===== src/hdl/mscr_map.vh =====
// register offsets, reset values and field positions of the mixer config bank
`ifndef MSCR_MAP_VH
`define MSCR_MAP_VH
`define MSCR_IDX_PORT 3'h4
`define MSCR_DATA_PORT 3'h5
`define MSCR_OFF_RESET 8'h00
`define MSCR_OFF_STEREO 8'h1e
`define MSCR_OFF_LEGACY_MV 8'h32
`define MSCR_OFF_SYNTH 8'h36
`define MSCR_OFF_CD 8'h38
`define MSCR_OFF_AUX 8'h3a
`define MSCR_OFF_SPK 8'h3c
`define MSCR_OFF_LINE 8'h3e
`define MSCR_OFF_PORTCFG 8'h40
`define MSCR_OFF_SIN 8'h42
`define MSCR_OFF_SOUT 8'h44
`define MSCR_OFF_SANA 8'h46
`define MSCR_OFF_SMISC 8'h48
`define MSCR_OFF_SDIV 8'h4c
`define MSCR_OFF_LEFT_MV 8'h60
`define MSCR_OFF_RIGHT_MV 8'h62
`define MSCR_OFF_MV_CTRL 8'h64
`define MSCR_RST_STEREO 8'h00
`define MSCR_RST_LEGACY_MV 8'h88
`define MSCR_RST_SYNTH 8'h88
`define MSCR_RST_CD 8'h00
`define MSCR_RST_AUX 8'h00
`define MSCR_RST_SPK 8'h04
`define MSCR_RST_LINE 8'h00
`define MSCR_RST_PORTCFG 8'h00
`define MSCR_RST_SERIAL 8'h00
`define MSCR_RST_MASTER 8'h36
`define MSCR_RST_MV_CTRL 8'h00
`define MSCR_BIT_STEREO 1
`define MSCR_BIT_RESTART 2
`define MSCR_BIT_JOY 1
`define MSCR_BIT_SYNTH_ALIAS 0
`define MSCR_BIT_OVERRIDE 7
`define MSCR_BIT_PREAMP 6
`define MSCR_BIT_PORT_EN 7
`define MSCR_BIT_FORMAT 6
`define MSCR_BIT_SRESET 5
`define MSCR_BIT_SYNC_LOW 3
`define MSCR_BIT_TEST 2
`define MSCR_BIT_TELEGAME 1
`define MSCR_BIT_EMU_DIS 0
`define MSCR_MIDI_BASE 10'h300
`define MSCR_JOY_ADDR 10'h201
`define MSCR_ALIAS_LO 10'h388
`define MSCR_ALIAS_HI 10'h3b8
`endif


===== src/hdl/mscr_regs.v =====
// indexed mixer configuration register bank with serial mode controls
// Notes on behaviour
// - stereo flag resets to 00h; bit 1 enables compatibility stereo DAC behaviour.
// - filter bit 5 and no-function bits are stored but steer nothing.
// - legacy master volume at 32h holds left/right nibbles, resets to 88h.
// - synth volume resets 88h; CD, aux and line volumes reset 00h.
// - speaker volume bits 2:0 attenuate in 3 dB steps; resets to 04h.
// - port config bits 7:3,1:0 cleared by hardware reset, untouched by mixer reset.
// - bits 7:5 pick MIDI port interrupt use; bits 4:3 pick base 300h-330h.
// - bit 2 write-only; writing one disables device until the next hardware reset.
// - bit 1 decodes joystick address 201h, overriding other joystick setup.
// - bit 0 decodes synth alias range 388h-3B8h, normal synth addresses kept.
// - serial input override bit 7 substitutes source and volume in serial mode.
// - bit 6 with override bypasses 26 dB mic preamp during serial mode.
// - bits 5:4 select line, CD, mic or mixer input under override.
// - bits 3:0 replace controller input volume under serial override.
// - output override bit 7 takes output volume from bits 3:0 in serial mode.
// - bits 6:4 route speaker output in serial mode regardless of override.
// - analog bits 6:0 act only with bit 7; bits 5,4 choose ADC or DAC.
// - serial port enable bit 7 syncs to bit clock rising edge.
// - serial reset bit 5 clears toggles, shift registers, inhibits duplex out link.
// - bit 6 signed data, bit 3 active-low sync, bit 2 turns pins to outputs.
// - telegaming bit 1 feeds first channel to system DAC in serial mode, else second channel.
// - with emulation on, legacy master writes update both per-channel master registers.
// - filter divider bits 3:0 are signed divisor of serial clock in serial mode.
`timescale 1ns/1ps
`default_nettype none
`include "mscr_map.vh"
module mscr_regs #(
  parameter SHIFT_W = 16
) (
  input wire sys_clk,
  input wire reset,
  input wire [2:0] io_addr,
  input wire io_wr,
  input wire io_rd,
  input wire [7:0] io_wdata,
  output reg [7:0] io_rdata,
  input wire [9:0] decode_addr,
  input wire serial_mode,
  input wire serial_bit_clock_in,
  input wire serial_rx_bit,
  output wire stereo_dac_enable,
  output wire [3:0] synth_vol_left,
  output wire [3:0] synth_vol_right,
  output wire [3:0] cd_vol_left,
  output wire [3:0] cd_vol_right,
  output wire [3:0] aux_vol_left,
  output wire [3:0] aux_vol_right,
  output wire [3:0] line_vol_left,
  output wire [3:0] line_vol_right,
  output wire [2:0] speaker_atten,
  output wire [7:0] left_master_vol,
  output wire [7:0] right_master_vol,
  output wire midi_enable,
  output wire midi_irq_share,
  output wire [4:0] midi_irq_lines,
  output wire [9:0] midi_base,
  output wire midi_hit,
  output reg device_disable,
  output wire joystick_hit,
  output wire synth_alias_hit,
  input wire [1:0] app_input_source,
  input wire [3:0] app_input_volume,
  output wire [1:0] eff_input_source,
  output wire [3:0] eff_input_volume,
  output wire mic_preamp_bypass,
  output wire [3:0] eff_output_volume,
  output wire [2:0] speaker_route,
  output wire analog_active,
  output wire left_adc_mode,
  output wire right_adc_mode,
  output wire [1:0] analog_mode,
  output wire full_duplex_out_link,
  output wire full_duplex_in_link,
  output reg serial_port_enable,
  output wire data_signed,
  output wire frame_sync_low,
  output wire test_pins_out,
  output wire dac_from_first,
  output wire filter_div_active,
  output wire [3:0] filter_divisor,
  output reg [SHIFT_W-1:0] serial_shift,
  output reg lr_toggle
);
  reg [7:0] index_reg;
  reg [7:0] stereo_reg, legacy_mv_reg, synth_reg, cd_reg, aux_reg, spk_reg, line_reg;
  reg [7:0] portcfg_reg, sin_reg, sout_reg, sana_reg, smisc_reg, sdiv_reg;
  reg [7:0] left_mv_reg, right_mv_reg, mv_ctrl_reg;
  reg [7:0] emu_vol_next;
  reg bclk_d1_reg, bclk_d2_reg, bclk_q_reg;
  wire data_wr;
  wire mixer_rst;
  wire bclk_rise;
  wire in_ovr;

  // index and data port strobes
  assign data_wr = io_wr && (io_addr == `MSCR_DATA_PORT);
  assign mixer_rst = data_wr && (index_reg == `MSCR_OFF_RESET);

  // legacy nibble to 6-bit master volume, mute on zero
  always @* begin
    case (io_wdata[7:4])
      4'h0: emu_vol_next = 8'h58;
      4'h1: emu_vol_next = 8'h18;
      4'h2: emu_vol_next = 8'h1e;
      4'h3: emu_vol_next = 8'h22;
      4'h4: emu_vol_next = 8'h26;
      4'h5: emu_vol_next = 8'h2a;
      4'h6: emu_vol_next = 8'h2e;
      4'h7: emu_vol_next = 8'h32;
      4'h8: emu_vol_next = 8'h36;
      4'h9: emu_vol_next = 8'h37;
      4'ha: emu_vol_next = 8'h38;
      4'hb: emu_vol_next = 8'h3a;
      4'hc: emu_vol_next = 8'h3b;
      4'hd: emu_vol_next = 8'h3d;
      4'he: emu_vol_next = 8'h3e;
      default: emu_vol_next = 8'h3f;
    endcase
  end

  // register writes; mixer reset restores mixer values but leaves port config
  always @(posedge sys_clk or posedge reset) begin
    if (reset) begin
      index_reg <= 8'h00;
      stereo_reg <= `MSCR_RST_STEREO;
      legacy_mv_reg <= `MSCR_RST_LEGACY_MV;
      synth_reg <= `MSCR_RST_SYNTH;
      cd_reg <= `MSCR_RST_CD;
      aux_reg <= `MSCR_RST_AUX;
      spk_reg <= `MSCR_RST_SPK;
      line_reg <= `MSCR_RST_LINE;
      portcfg_reg <= `MSCR_RST_PORTCFG;
      sin_reg <= `MSCR_RST_SERIAL;
      sout_reg <= `MSCR_RST_SERIAL;
      sana_reg <= `MSCR_RST_SERIAL;
      smisc_reg <= `MSCR_RST_SERIAL;
      sdiv_reg <= `MSCR_RST_SERIAL;
      left_mv_reg <= `MSCR_RST_MASTER;
      right_mv_reg <= `MSCR_RST_MASTER;
      mv_ctrl_reg <= `MSCR_RST_MV_CTRL;
      device_disable <= 1'b0;
    end else begin
      if (io_wr && io_addr == `MSCR_IDX_PORT) begin
        index_reg <= io_wdata;
      end
      if (mixer_rst) begin
        stereo_reg <= `MSCR_RST_STEREO;
        legacy_mv_reg <= `MSCR_RST_LEGACY_MV;
        synth_reg <= `MSCR_RST_SYNTH;
        cd_reg <= `MSCR_RST_CD;
        aux_reg <= `MSCR_RST_AUX;
        spk_reg <= `MSCR_RST_SPK;
        line_reg <= `MSCR_RST_LINE;
        if (!mv_ctrl_reg[`MSCR_BIT_EMU_DIS]) begin
          left_mv_reg <= `MSCR_RST_MASTER;
          right_mv_reg <= `MSCR_RST_MASTER;
        end
      end else if (data_wr) begin
        case (index_reg)
          `MSCR_OFF_STEREO: stereo_reg <= io_wdata;
          `MSCR_OFF_LEGACY_MV: begin
            // disabled emulation makes the legacy register read-only
            if (!mv_ctrl_reg[`MSCR_BIT_EMU_DIS]) begin
              legacy_mv_reg <= io_wdata;
              left_mv_reg <= emu_vol_next;
              right_mv_reg <= emu_vol_next;
            end
          end
          `MSCR_OFF_SYNTH: synth_reg <= io_wdata;
          `MSCR_OFF_CD: cd_reg <= io_wdata;
          `MSCR_OFF_AUX: aux_reg <= io_wdata;
          `MSCR_OFF_SPK: spk_reg <= io_wdata;
          `MSCR_OFF_LINE: line_reg <= io_wdata;
          `MSCR_OFF_PORTCFG: begin
            portcfg_reg <= {io_wdata[7:3], 1'b0, io_wdata[1:0]};
            if (io_wdata[`MSCR_BIT_RESTART]) begin
              device_disable <= 1'b1;
            end
          end
          `MSCR_OFF_SIN: sin_reg <= io_wdata;
          `MSCR_OFF_SOUT: sout_reg <= io_wdata;
          `MSCR_OFF_SANA: sana_reg <= io_wdata;
          `MSCR_OFF_SMISC: smisc_reg <= io_wdata;
          `MSCR_OFF_SDIV: sdiv_reg <= io_wdata;
          `MSCR_OFF_LEFT_MV: left_mv_reg <= {1'b0, io_wdata[6:0]};
          `MSCR_OFF_RIGHT_MV: right_mv_reg <= {1'b0, io_wdata[6:0]};
          `MSCR_OFF_MV_CTRL: mv_ctrl_reg <= io_wdata;
          default: ;
        endcase
      end
    end
  end

  // read mux; unmapped indexes read zero, restart bit always reads zero
  always @(posedge sys_clk or posedge reset) begin
    if (reset) begin
      io_rdata <= 8'h00;
    end else if (io_rd && io_addr == `MSCR_IDX_PORT) begin
      io_rdata <= index_reg;
    end else if (io_rd && io_addr == `MSCR_DATA_PORT) begin
      case (index_reg)
        `MSCR_OFF_STEREO: io_rdata <= stereo_reg;
        `MSCR_OFF_LEGACY_MV: io_rdata <= legacy_mv_reg;
        `MSCR_OFF_SYNTH: io_rdata <= synth_reg;
        `MSCR_OFF_CD: io_rdata <= cd_reg;
        `MSCR_OFF_AUX: io_rdata <= aux_reg;
        `MSCR_OFF_SPK: io_rdata <= spk_reg;
        `MSCR_OFF_LINE: io_rdata <= line_reg;
        `MSCR_OFF_PORTCFG: io_rdata <= portcfg_reg;
        `MSCR_OFF_SIN: io_rdata <= sin_reg;
        `MSCR_OFF_SOUT: io_rdata <= sout_reg;
        `MSCR_OFF_SANA: io_rdata <= sana_reg;
        `MSCR_OFF_SMISC: io_rdata <= smisc_reg;
        `MSCR_OFF_SDIV: io_rdata <= sdiv_reg;
        `MSCR_OFF_LEFT_MV: io_rdata <= left_mv_reg;
        `MSCR_OFF_RIGHT_MV: io_rdata <= right_mv_reg;
        `MSCR_OFF_MV_CTRL: io_rdata <= mv_ctrl_reg;
        default: io_rdata <= 8'h00;
      endcase
    end
  end

  // mixer volume fields
  assign stereo_dac_enable = stereo_reg[`MSCR_BIT_STEREO];
  assign synth_vol_left = synth_reg[7:4];
  assign synth_vol_right = synth_reg[3:0];
  assign cd_vol_left = cd_reg[7:4];
  assign cd_vol_right = cd_reg[3:0];
  assign aux_vol_left = aux_reg[7:4];
  assign aux_vol_right = aux_reg[3:0];
  assign line_vol_left = line_reg[7:4];
  assign line_vol_right = line_reg[3:0];
  assign speaker_atten = spk_reg[2:0];
  assign left_master_vol = left_mv_reg;
  assign right_master_vol = right_mv_reg;

  // port decode; codes 011..111 map onto lines e,a,b,c,d in that order
  assign midi_enable = (portcfg_reg[7:5] != 3'b000);
  assign midi_irq_share = (portcfg_reg[7:5] == 3'b010);
  genvar gi;
  generate
    for (gi = 0; gi < 5; gi = gi + 1) begin : g_irq
      assign midi_irq_lines[gi] = (portcfg_reg[7:5] == gi + 3);
    end
  endgenerate
  assign midi_base = `MSCR_MIDI_BASE + {4'h0, portcfg_reg[4:3], 4'h0};
  assign midi_hit = midi_enable && !device_disable && (decode_addr[9:1] == midi_base[9:1]);
  assign joystick_hit = portcfg_reg[`MSCR_BIT_JOY] && !device_disable &&
                        (decode_addr == `MSCR_JOY_ADDR);
  // alias hit only adds decode; the normal synth window is decoded elsewhere
  assign synth_alias_hit = portcfg_reg[`MSCR_BIT_SYNTH_ALIAS] && !device_disable &&
                           (decode_addr >= `MSCR_ALIAS_LO) &&
                           (decode_addr <= `MSCR_ALIAS_HI);

  // serial input override
  assign in_ovr = serial_mode && sin_reg[`MSCR_BIT_OVERRIDE];
  assign eff_input_source = in_ovr ? sin_reg[5:4] : app_input_source;
  assign eff_input_volume = in_ovr ? sin_reg[3:0] : app_input_volume;
  assign mic_preamp_bypass = in_ovr && sin_reg[`MSCR_BIT_PREAMP];

  // serial output: volume needs override, routing does not
  assign eff_output_volume = (serial_mode && sout_reg[`MSCR_BIT_OVERRIDE]) ?
                             sout_reg[3:0] : left_mv_reg[5:2];
  assign speaker_route = serial_mode ? sout_reg[6:4] : 3'b100;

  // analog routing only when its override bit is set in serial mode
  assign analog_active = serial_mode && sana_reg[7];
  assign left_adc_mode = analog_active && sana_reg[5];
  assign right_adc_mode = analog_active && sana_reg[4];
  assign analog_mode = analog_active ? sana_reg[3:2] : 2'b00;
  assign full_duplex_out_link = analog_active && sana_reg[1] &&
                                !smisc_reg[`MSCR_BIT_SRESET];
  assign full_duplex_in_link = analog_active && sana_reg[0];

  // misc serial control fields
  assign data_signed = smisc_reg[`MSCR_BIT_FORMAT];
  assign frame_sync_low = smisc_reg[`MSCR_BIT_SYNC_LOW];
  assign test_pins_out = smisc_reg[`MSCR_BIT_TEST];
  assign dac_from_first = serial_mode && smisc_reg[`MSCR_BIT_TELEGAME];
  assign filter_div_active = serial_mode && sdiv_reg[7];
  assign filter_divisor = sdiv_reg[3:0];

  // bit clock sampled through two flops; enable only moves on a rising edge
  assign bclk_rise = bclk_d2_reg && !bclk_q_reg;
  always @(posedge sys_clk or posedge reset) begin
    if (reset) begin
      bclk_d1_reg <= 1'b0;
      bclk_d2_reg <= 1'b0;
      bclk_q_reg <= 1'b0;
      serial_port_enable <= 1'b0;
      serial_shift <= {SHIFT_W{1'b0}};
      lr_toggle <= 1'b0;
    end else begin
      bclk_d1_reg <= serial_bit_clock_in;
      bclk_d2_reg <= bclk_d1_reg;
      bclk_q_reg <= bclk_d2_reg;
      if (bclk_rise) begin
        serial_port_enable <= smisc_reg[`MSCR_BIT_PORT_EN];
      end
      if (smisc_reg[`MSCR_BIT_SRESET]) begin
        serial_shift <= {SHIFT_W{1'b0}};
        lr_toggle <= 1'b0;
      end else if (bclk_rise && serial_port_enable) begin
        serial_shift <= {serial_shift[SHIFT_W-2:0], serial_rx_bit};
        lr_toggle <= ~lr_toggle;
      end
    end
  end
endmodule // mscr_regs
`default_nettype wire


===== config.mk =====
export PLATFORM = sky130hd
export DESIGN_NAME = mscr_regs
export DESIGN_NICKNAME = d
export VERILOG_FILES = /design/src/hdl/mscr_regs.v
export VERILOG_INCLUDE_DIRS = /design/src /design/src/hdl
export SDC_FILE = /design/constraint.sdc
export NUM_CORES = 1
export LEC_CHECK = 0
export ABC_AREA = 1
export BUFFER_PORTS_ARGS = -buffer_cell sky130_fd_sc_hd__buf_2
export CORE_ASPECT_RATIO = 0.75
export CORE_MARGIN = 10
export CORE_UTILIZATION = 45
export CTS_BUF_LIST = sky130_fd_sc_hd__clkbuf_16
export CTS_CLUSTER_SIZE = 25
export DETAILED_ROUTE_END_ITERATION = 8
export GPL_ROUTABILITY_DRIVEN = 0
export GPL_TIMING_DRIVEN = 0
export PLACE_DENSITY = 0.67
export RECOVER_POWER = 100
export SETUP_SLACK_MARGIN = 0.2
export SKIP_CTS_REPAIR_TIMING = 1
export SYNTH_ARGS = -nofsm -noshare
export SYNTH_HDL_FRONTEND = slang
export SYNTH_SLANG_ARGS = --single-unit

===== constraint.sdc =====
create_clock -name sys_clk -period 7.6 [get_ports sys_clk]
set_input_delay 1.52 -clock sys_clk [delete_from_list [all_inputs] [get_ports sys_clk]]
set_output_delay 1.52 -clock sys_clk [all_outputs]
set_load 0.01 [all_outputs]

# [After elaboration in Yosys (flattened, before gate mapping)]
# Memories as Yosys holds them, arrays and structs flattened.
# Index checks and enable logic that the tools add are counted.
[word_totals] regBits=165 rom_bits=112 in_bits=34 out_inout_bits=129 word_cells=161 mem_count=1
[classes] add_sub_neg=1 order_cmp=2 n_eq_ne=29 muxes=42 bitwise_logic=2 n_reduce_logical=59
[memory_table] name="(no name shown)" depth=16 word_bits=7 rd=1 rd_ports_with_merged_regs=0 wr=0 line="mscr_regs.v:103" source="case (io_wdata[7:4])"
[ops] op="$mux 8" count=30
[ops] op="$pmux 8 s16" count=1
[ops] op="$eq 8x7->1 const B" count=9
[ops] op="$eq 8x6->1 const B" count=6
[ops] op="$mux 16" count=2
[ops] op="$pmux 8 s2" count=2
[ops] op="$logic_and 1x1->1" count=25
[ops] op="$reduce_and 3->1" count=8
[ops] op="$reduce_bool 2->1" count=10
[ops] op="$eq 3x3->1 const B" count=6
[ops] op="$reduce_and 2->1" count=6
[ops] op="$reduce_and 4->1" count=3
[ops] op="$add 9x7->10 const A" count=1
[ops] op="$eq 10x10->1 const B" count=1
[ops] op="$ge 10x10->1 const B" count=1
[ops] op="$le 10x10->1 const B" count=1
[ops] op="$eq 9x9->1" count=1
[ops] op="$reduce_bool 3->1" count=3
[ops] op="$eq 8x5->1 const B" count=1
[ops] op="$logic_not 8->1" count=1
[ops] op="$mux 4" count=2
[ops] op="$eq 3x2->1 const B" count=2
[ops] op="$mux 2" count=2
[ops] op="$logic_not 1->1" count=3
[ops] op="other kinds (6)" count=8

# [Depth between registers and ports, before layout]
# Gate-level depths: netlist of the first run.
[logic_depth] word_depth=5 mapped_depth=12 depth_no_buf=10

# [Worst setup path after synthesis of the first run]
# Ideal clock, no wire load.
[synth_timing] path_kind="input port to output port" start="input decode_addr[1]" end="output midi_hit" t_arrival_ns=2.438 required_ns=6.080 path_slack_ns=3.642 path_stages=4 n_path_buf=0 cell_sequence="or2_2 nor3_1 nand3_1 nor4_1"
[synth_via] elab_chain_cells=2
[synth_rtl] element="start: declaration" line="mscr_regs.v:39" source="input wire [9:0] decode_addr,"
[synth_rtl] element="$eq 9x9->1" line="mscr_regs.v:249" source="assign midi_hit = midi_enable && !device_disable && (decode_addr[9:1] == midi_base[9:1]);"
[synth_rtl] element="$logic_and 1x1->1" line="mscr_regs.v:249"
[synth_rtl] element="end: declaration" line="mscr_regs.v:59" source="output wire midi_hit,"
# Every way passes these cells.

# [Final worst setup path of the first run]
[layout_timing] start="input serial_mode" end="output eff_input_volume[2]"
[layout_via] elab_chain_cells=2
[layout_rtl] element="start: declaration" line="mscr_regs.v:40" source="input wire serial_mode,"
[layout_rtl] element="$logic_and 1x1->1" line="mscr_regs.v:258" source="assign in_ovr = serial_mode && sin_reg[`MSCR_BIT_OVERRIDE];"
[layout_rtl] element="$mux 4" line="mscr_regs.v:260" source="assign eff_input_volume = in_ovr ? sin_reg[3:0] : app_input_volume;"
[layout_rtl] element="end: declaration" line="mscr_regs.v:66" source="output wire [3:0] eff_input_volume,"
# Every way passes these cells.

==> qor.yml, run 1 <==
status: "finished with violations"
violations: "capacitance limit, slew limit"
tightest_slew_ns: 2.08
place_area_mm2: 0.00952
placementRows: 43
port_buffers: 151
seq_area_frac_synth_pct: 48.8
holdPathEnd: "bclk_d2_reg$_DFF_PP0_"
crit_path_cell_trace: "clkbuf_1, nand2_1, mux2_2, clkbuf_1"
fp.dieW_um: 178
synthFlopType: "dfrtp_1"
yosys.area_share.simple_pct: 27.7
cts_buffer_depth: 2
fillers: 1860
drc: 0
synth_top_area_share_pct: 44.8
netlist_top_cells_count: "nand2_1 (268), dfrtp_1 (150), nand3_1 (140), o21ai_0 (103), inv_1 (66)"
grt_pass1_vias: 7575
grt_max_degree: 118
cts_tree: "done"
vias: 8096
p_leak_nw: 4.83
fmax_ghz: 0.237
synthAdderAreaFrac_pct: 0.597
slew_viol_final: 47
num_antenna_cells: 0
ff2ff_path_depth: 10
fin_nets: 1265
worstPathArrival_ns: 2.69
cts_inserted_buffers: 17
synth_seq_cells: 163
cts.clk_slew.worst_paths_ns: 0.07
syn_to_final_growth_pct: 17.4
powerDensity_mw_per_mm2: 245
hold_depth: 0
start_util_pct: 45.6
critical_path_class: "in2out"
path_delay_family: "buffers and inverters"
wirelength_um: 27500
synth_top_cell_by_area: "dfrtp_1"
firstDrtPassIters: 5
yosys_warnings: 0
start_kind: "input port"
hp-class: "reg2reg"
period_share_pct: 55.4
grt_use_total_pct: 21.9
drive_above_1_share_pct: 13.2
rrSetupSlack_ns: 4.83
grt_pass1_wl_um: 42700
largest_register_ffs: 16
ir_worst_vdd_uv: 140
htreeDepth: 4
period_minus_slack_ns: 4.21
setup_viol: 0
cp_max_fo: 8
antenna_left: 0
hold_ws_ns: 0.353
regMostFlops: "serial_shift"
drv_cap: 1
die_h_um: 138
rr_startpoint: "index_reg[3]$_DFFE_PP0P_"
antenna_found_initial: 1
grt_overflow: 0
final_cell_area_mm2: 0.00985
synth_compound_area_share_pct: 12.9
synth_area_leaders: "dfrtp_1 (45%), nand2_1 (12%), nand3_1 (8.4%)"
rsz0062_at_grt: "no"
cp-end-kind: "output pin"
r2r-end: "spk_reg[3]$_DFFE_PP0P_"
yosysUniqueCellTypes: 38
cpPeakStageDelay_ns: 0.37
required_ns: 6.08
critPathSlowestCell: "clkbuf_1"
die-area_mm2: 0.0246
wl_per_cell_um: 18.5
synth_top_family_by_area: "simple AND/OR/NAND/NOR gates"
cts-root-buf: "clkbuf_16"
synth.avg_cell_area_um2: 8.00
syn-instance-count: 1048
synth_xor_area_share_pct: 0.104
cts.sinks: 163
skew_ns: 0.0101
synth_edf_count: 0
crit_buf_inv: 2
clock_latency_ns: 0.44
slew_headroom_pct: -39.5
muxShareOfSynthArea_pct: 1.60
async_flop_share_pct: 100
cp_common_cell: "clkbuf_1"
hold_viol_final: 0
dp_hpwl_um: 20600
drt_iter0_drc: 888
worstHoldStart: "bclk_d1_reg$_DFF_PP0_"
vias_per_cell: 5.44
synth_most_common_cell: "nand2_1"
core_mm2: 0.0184
io_pins: 163
netlist_area_mm2: 0.00839
-- through the flow --
step / util [%] / instances / setup TNS [ns] / power, mW / setup slack, ns
2_1_floorplan: - / 1056 / 0 / 1.39 / 1.70
5_1_grt: 53.5 / 1487 / 0 / 2.52 / 3.31
4_1_cts: 54.8 / 1487 / 0 / 2.45 / 3.40
3_3_place_gp: 51.5 / 1454 / -27.55 / 1.60 / -0.200
6_report: 53.5 / 1487 / 0 / 2.41 / 3.39
3_5_place_dp: 51.7 / 1455 / 0 / 1.61 / 3.40
-- where the power goes --
group | leakage (nW) | internal (mW) | switching, mW | total [mW]
Combinational | 2.40 | 0.151 | 0.304 | 0.455
Clock | 0.280 | 0.434 | 0.404 | 0.838
Sequential | 2.15 | 1.00 | 0.116 | 1.12
Total | 4.83 | 1.59 | 0.824 | 2.41
-- cells in the final DEF (no fill, tap or decap), types with 3 or more instances in the layout --
cell       netlist  layout
buf_4           20      14
o21ai_0        103     126
dfrtp_1        150     150
nor3_1          12      12
a211oi_1         5       5
nor2_1          60      61
conb_1           2      10
nor2_2           7       7
nand3_1        140     150
ha_1             4       4
nand2_1        268     269
clkinv_1         5       6
clkbuf_16        0      17
inv_6            0       5
clkbuf_4         0       6
dfstp_1          0      11
inv_1           66      68
a21oi_1         22      22
clkinv_4         0       5
o211ai_1         4       4
o21ai_1         34      14
mux2_2          11      11
or2_2            9       9
o21ai_2          9       6
buf_2           24      62
o22ai_1         19      19
inv_2           11       8
clkbuf_1        19     135
nor4_1           3       3
-- area by class of cell --
type | instances | area [µm²] | area share, %
timing repair buffer | 152 | 653 | 6.63
sequential | 163 | 4100 | 41.6
clock inverter | 15 | 146 | 1.49
inverter | 82 | 309 | 3.14
multi-input combinational | 745 | 3570 | 36.2
buffer | 66 | 342 | 3.47
tap | 247 | 309 | 3.14
clock buffer | 17 | 425 | 4.32
-- how the worst max path moves through the flow --
stage	start	endpoint	slack, ns	depth (start not counted)
final	serial_mode	eff_input_volume[2]	3.39	4
after global routing	serial_mode	eff_input_volume[2]	3.31	4
after CTS	serial_mode	eff_input_volume[2]	3.40	4
after detailed placement	serial_mode	eff_input_volume[2]	3.40	4
after global placement	reset	right_master_vol[0]$_DFFE_PP0P_	-0.20	2
after floorplan	reset	aux_reg[0]$_DFFE_PP0P_	1.70	1
-- routing by layer --
metal	global-route usage [%]	vias to the layer above	part of all wire, %
met5	0	-	0
met4	5.69	0	1.3
met3	5.61	34	10
met2	30.3	376	41
met1	32.9	3864	47
li1	-	3822	-
-- cell families (layout without fill, tap and decap cells) --
kind of cell / Yosys count / in the layout
buffers and inverters: 148 / 332
xor gates and xnor gates: 1 / 1
AOI/OAI and AO/OA: 199 / 199
other: 2 / 10
DFF: 163 / 163
adders and majority gates: 4 / 4
and+or+nand+nor: 519 / 519
muxes: 12 / 12
(Power assumes the default switching activity.)
==> inputs of run 2 (changes only) <==
- PLACE_DENSITY: 0.67 -> 0.7
- clock period: 7.6 -> 3.7 ns (I/O delays scaled with it)
==> run 2 against run 1 <==
The run now ends clean. Clock skew down 0.0010 ns. Non-clock buffer count increased by 3. Register-to-register slack got worse by 4.0 ns. Count of clock-buffer cells in the layout stayed put. Sequential power rose by 100%. Critical path type is now reg2reg. Highest routed layer unchanged.
==> qor.yml, run 2 (same netlist as run 1, synthesis figures left out) <==
status: "finished, final reports clean"
total_power_mw: 4.99  # +110%
antenna_left: 0  # unchanged
worstHoldStart: "bclk_d1_reg$_DFF_PP0_"
grt_use_met1_pct: 32.3  # -0.64 points
cts.sinks: 163  # unchanged
place_area_mm2: 0.00956  # +0.51%
grt_use_met2_pct: 32.2  # +1.9 points
slew_headroom_pct: 17.8  # +57 points
die-area_mm2: 0.0246  # unchanged
die_h_um: 138  # unchanged
worstPathArrival_ns: 3.17  # +0.48 ns
grt_busiest_layer: "met1"
rrSetupSlack_ns: 0.83  # -4.00 ns
fillers: 1813  # -2.5%
largest_register_ffs: 16  # unchanged
placementRows: 43  # unchanged
hold_viol_final: 0  # unchanged
period_minus_slack_ns: 2.87
period_share_pct: 77.7
pwr-share-clk_pct: 35.2  # +0.4 points
drv_cap: 0  # -1
rr_startpoint: "index_reg[0]$_DFFE_PP0P_"
regMostFlops: "serial_shift"
grt_pass1_vias: 7900  # +4.3%
dp_hpwl_um: 21000  # +2.0%
cts-root-buf: "clkbuf_16"
hp-class: "reg2reg"
skew_ns: 0.00908  # -0.00103 ns
layout.cells.most_common: "nand2_1"
firstDrtPassIters: 5  # unchanged
critical_path_class: "reg2reg"
cts_inserted_buffers: 17  # unchanged
rsz0062_at_grt: "no"
required_ns: 4.00  # -2.08 ns
powerDensity_mw_per_mm2: 504  # +110%
r2r-end: "aux_reg[3]$_DFFE_PP0P_"
p_leak_nw: 4.84  # +0.29%
p_sw_share_pct: 33.5  # -0.69 points
final_cell_area_mm2: 0.00989  # +0.48%
vias_per_cell: 5.42  # -0.47%
start_util_pct: 45.6  # unchanged
cts_tree: "done"
wl_per_cell_um: 18.7  # +1.2%
drc: 0  # unchanged
clock_latency_ns: 0.44  # about the same
grt_max_degree: 43  # -64%
grt_overflow: 0  # unchanged
cts.clk_slew.worst_paths_ns: 0.07  # about the same
hold_depth: 0  # unchanged
ff2ff_path_depth: 10  # unchanged
grt_use_total_pct: 22.5  # +0.54 points
cts_buffer_depth: 2  # unchanged
seqPwrFrac_pct: 46.0  # -0.3 points
cp_max_fo: 10  # +2
crit_path_cell_trace: "inv_1, nand2_1, nor2_8, nand4_1, nor2_1, inv_1, clkbuf_1, buf_6, nand2_1, o21ai_0"
power_frac_comb_pct: 18.9  # about the same
vias: 8074  # -0.27%
switchingPower_mw: 1.67  # +100%
grt_pass1_wl_um: 43900  # +2.8%
core_mm2: 0.0184  # unchanged
htreeDepth: 4  # unchanged
wirelength_um: 27900  # +1.4%
setup_viol: 0  # unchanged
cpPeakStageDelay_ns: 0.50  # +0.13 ns
tightest_slew_ns: 1.23  # -0.854 ns
fin_util_pct: 53.8  # +0.26 points
antenna_found_initial: 0  # -1
port_buffers: 151  # unchanged
drt_iter0_drc: 808  # -9.0%
start_kind: "register"
critPathSlowestCell: "nor2_1"
setup_tns_ns: 0  # unchanged
hold_ws_ns: 0.360  # +0.00752 ns
num_antenna_cells: 0  # unchanged
io_pins: 163  # unchanged
drive_above_1_share_pct: 13.3  # +0.049 points
layout_common_cells: "nand2_1 (270), dfrtp_1 (150), nand3_1 (149), clkbuf_1 (138), o21ai_0 (125)"
fmax_ghz: 0.348
ir_worst_vdd_uv: 384  # +170%
grtUsageMet3_pct: 6.97  # +1.4 points
syn_to_final_growth_pct: 18.0
holdPathEnd: "bclk_d2_reg$_DFF_PP0_"
fin_nets: 1268  # +0.24%
slew_viol_final: 0  # -100%
cp-end-kind: "register"
p_int_mw: 3.32  # +110%
fp.dieW_um: 178  # unchanged
-- run 2: changes by cell type in the layout (fill, tap and decap cells not counted), sizes merged --
cell	previous run	this run
inv	83	84
bufinv	0	1
clkinvlp	1	3
clkinv	13	9
clkbuf	158	159
buf	77	79
-- run 2: area by class of cell --
class                   count  area (µm²)  share of cell area, %
flip-flops and latches    163        4100                   41.4
multi-input cells         745        3550                   35.9
repair buffers            155         702                   7.09
clock buffers              17         425                   4.30
plain buffers              66         354                   3.58
inverters                  82         309                   3.12
well taps                 247         309                   3.12
clock inverters            15         148                   1.49
-- run 2: routing by layer --
layer / up-vias / share of wire [%]
li1: 3826 / -
met1: 3811 / 45
met2: 402 / 42
met3: 35 / 12
met4: 0 / 1.3
met5: - / 0
-- run 2: worst max-delay path by stage --
stage | end | startpoint | depth (start not counted) | slack [ns]
after floorplan | aux_reg[0]$_DFFE_PP0P_ | reset | 1 | 0.90
after global placement | right_master_vol[6]$_DFFE_PP0P_ | reset | 2 | -0.15
after detailed placement | eff_input_volume[2] | serial_mode | 4 | 1.08
after CTS | eff_input_volume[2] | serial_mode | 4 | 1.08
after global routing | cd_reg[3]$_DFFE_PP0P_ | index_reg[0]$_DFFE_PP0P_ | 10 | 0.63
final | aux_reg[3]$_DFFE_PP0P_ | index_reg[0]$_DFFE_PP0P_ | 10 | 0.83
-- run 2: power groups by stage --
stage	sequential [mW]	combinational, mW	clock [mW]
final	2.29	0.941	1.75
after global routing	2.32	1.05	1.83
after CTS	2.28	1.01	1.75
after detailed placement	2.31	1.01	0
after global placement	2.31	0.971	0
after floorplan	2.32	0.544	0
-- run 2: per-stage QoR --
step | setup WS [ns] | cells
global route | 0.625 | 1490
detailed placement | 1.08 | 1458
CTS | 1.08 | 1490
finish | 0.825 | 1490
floorplan | 0.900 | 1056
global placement | -0.154 | 1454
-- run 2: critical path, delay by kind of cell, from the launching register on --
family / cells / cell delay, ns
AND/OR/NAND/NOR: 5 / 1.37
flip-flops: 1 / 0.40
AO/OA/AOI/OAI: 1 / 0.15
buffers and inverters: 4 / 0.80
==> inputs of run 3 (changes only) <==
- clock period: 3.7 -> 2.3 ns (I/O delays scaled with it)
==> run 3 against run 2 <==
Clock skew down 0.00097 ns. Sequential power is 61% higher. Setup slack got worse by 0.64 ns. Hold slack worse by 0.21 ns. Via count rose by 0.79%. Combinational power increased by 69%. Design area rose by 1.9%. Sequential share of layout area decreased by 0.75 points. Non-clock buffer count is 7 higher. Routed wire length rose by 0.71%. Die area stayed put.
==> qor.yml, run 3 (same netlist as run 1, synthesis figures left out) <==
drc: 0  # unchanged
worstHoldStart: "serial_bit_clock_in"
period_minus_slack_ns: 2.11  # -0.762 ns
cpPeakStageDelay_ns: 0.41  # -0.09 ns
fp.dieW_um: 178  # unchanged
layout.cells.most_common: "nand2_1"
drt_iter0_drc: 839  # +3.8%
slew_viol_final: 0  # unchanged
placementRows: 43  # unchanged
status: "finished, final reports clean"
wl_per_cell_um: 18.8  # +0.24%
ff2ff_path_depth: 9  # -1
hold_depth: 1  # +1
ir_worst_vdd_uv: 632  # +64%
grt_overflow: 0  # unchanged
period_share_pct: 91.8  # +14 points
cts_buffer_depth: 2  # unchanged
cp_max_fo: 10  # unchanged
vias_per_cell: 5.44  # +0.32%
antenna_left: 0  # unchanged
rrSetupSlack_ns: 0.19  # -0.64 ns
final_cells: 1497  # +0.47%
hold_viol_final: 0  # unchanged
critical_path_class: "reg2reg"
rsz0062_at_grt: "yes"
setup_tns_ns: 0  # unchanged
cts.sinks: 163  # unchanged
setup_viol: 0  # unchanged
start_util_pct: 45.6  # unchanged
clock_latency_ns: 0.44  # about the same
place_inst: 1458  # unchanged
wirelength_um: 28100  # +0.71%
grt_pass1_vias: 7900  # unchanged
cts.clk_slew.worst_paths_ns: 0.07  # about the same
skew_ns: 0.00811  # -0.000969 ns
cts_inserted_buffers: 17  # unchanged
r2r-end: "smisc_reg[0]$_DFFE_PP0P_"
die_h_um: 138  # unchanged
cts-root-buf: "clkbuf_16"
worstPathArrival_ns: 2.40  # -0.77 ns
fmax_ghz: 0.473  # +36%
firstDrtPassIters: 5  # unchanged
antenna_found_initial: 0  # unchanged
drv_cap: 0  # unchanged
largest_register_ffs: 16  # unchanged
p_leak_nw: 4.93  # +1.8%
cp-end-kind: "register"
die-area_mm2: 0.0246  # unchanged
dp_hpwl_um: 21000  # unchanged
vias: 8138  # +0.79%
slew_headroom_pct: 29.6  # +12 points
syn_to_final_growth_pct: 20.2
htreeDepth: 4  # unchanged
tightest_slew_ns: 1.05  # -0.176 ns
hp-class: "in2reg"
core_mm2: 0.0184  # unchanged
start_kind: "register"
num_antenna_cells: 0  # unchanged
crit_path_cell_trace: "inv_1, nand2_4, nor2_8, nand4_4, nand2_1, inv_4, nand3_2, clkbuf_1, o21ai_0"
drive_above_1_share_pct: 16.9  # +3.6 points
powerDensity_mw_per_mm2: 803  # +59%
holdPathEnd: "bclk_d1_reg$_DFF_PP0_"
cts_tree: "done"
port_buffers: 151  # unchanged
grt_max_degree: 43  # unchanged
fin_nets: 1275  # +0.55%
layout_common_cells: "nand2_1 (264), dfrtp_1 (149), nand3_1 (141), o21ai_0 (123), clkbuf_1 (120)"
critPathSlowestCell: "dfrtp_1"
required_ns: 2.58  # -1.42 ns
grt_pass1_wl_um: 43900  # unchanged
rr_startpoint: "index_reg[0]$_DFFE_PP0P_"
io_pins: 163  # unchanged
grt_use_total_pct: 22.5  # unchanged
regMostFlops: "serial_shift"
[run 3: cell types whose count changed in the layout (fill, tap and decap cells not counted), sizes merged]
cell / delta
clkbuf: +2
buf: +5
[run 3: report_power, final]
group | switching, mW | internal [mW] | leakage, nW
clock | 1.30 | 1.52 | 0.279
combinational | 1.06 | 0.530 | 2.50
sequential | 0.374 | 3.31 | 2.15
total | 2.73 | 5.36 | 4.93
[run 3: worst max-delay path: cells and delay by family (launching register included)]
kind | cells | cell delay (ns)
compound gates | 1 | 0.17
flops | 1 | 0.41
buf+inv | 3 | 0.58
simple gates | 5 | 0.78
[run 3: cell type report]
type	instances	area [µm²]
tap	247	309
inverter	82	312
clock inverter	15	148
timing repair buffer	162	712
clock buffer	17	425
fill	1783	8320
sequential	163	4100
buffer	66	395
multi-input combinational	745	3680
[run 3: how the worst max path moves through the flow]
| stage | from | endpoint | slack [ns] | depth (start not counted) |
|---|---|---|---|---|
| after floorplan | reset | aux_reg[0]$_DFFE_PP0P_ | -0.22 | 1 |
| after global placement | reset | right_master_vol[6]$_DFFE_PP0P_ | -1.27 | 2 |
| after global routing | index_reg[0]$_DFFE_PP0P_ | left_master_vol[6]$_DFFE_PP0P_ | 0.08 | 11 |
| after CTS | index_reg[0]$_DFFE_PP0P_ | io_rdata[4]$_DFFE_PP0P_ | 0.1 | 10 |
| after detailed placement | io_addr[1] | sdiv_reg[1]$_DFFE_PP0P_ | -0.03 | 10 |
| final | index_reg[0]$_DFFE_PP0P_ | smisc_reg[0]$_DFFE_PP0P_ | 0.19 | 9 |
[run 3: per-layer routing]
layer | up-vias | part of all wire, % | global-route usage [%]
met2 | 417 | 42 | 32.2
met1 | 3846 | 45 | 32.3
li1 | 3836 | - | -
met3 | 39 | 11 | 6.97
met4 | 0 | 1.5 | 5.12
met5 | - | 0 | 0
[run 3: per-stage QoR]
stage	power, mW	utilization, %	worst slack, ns	hold slack [ns]	cell area (µm²)
final	8.10	54.8	0.188	0.150	10100
after global routing	8.46	54.8	0.0816	0.138	10100
after CTS	8.12	55.1	0.0993	0.0985	10100
after detailed placement	5.34	52.0	-0.0321	0.354	9560
after global placement	5.28	51.5	-1.27	0.335	9480
after floorplan	4.61	-	-0.220	0.331	8420
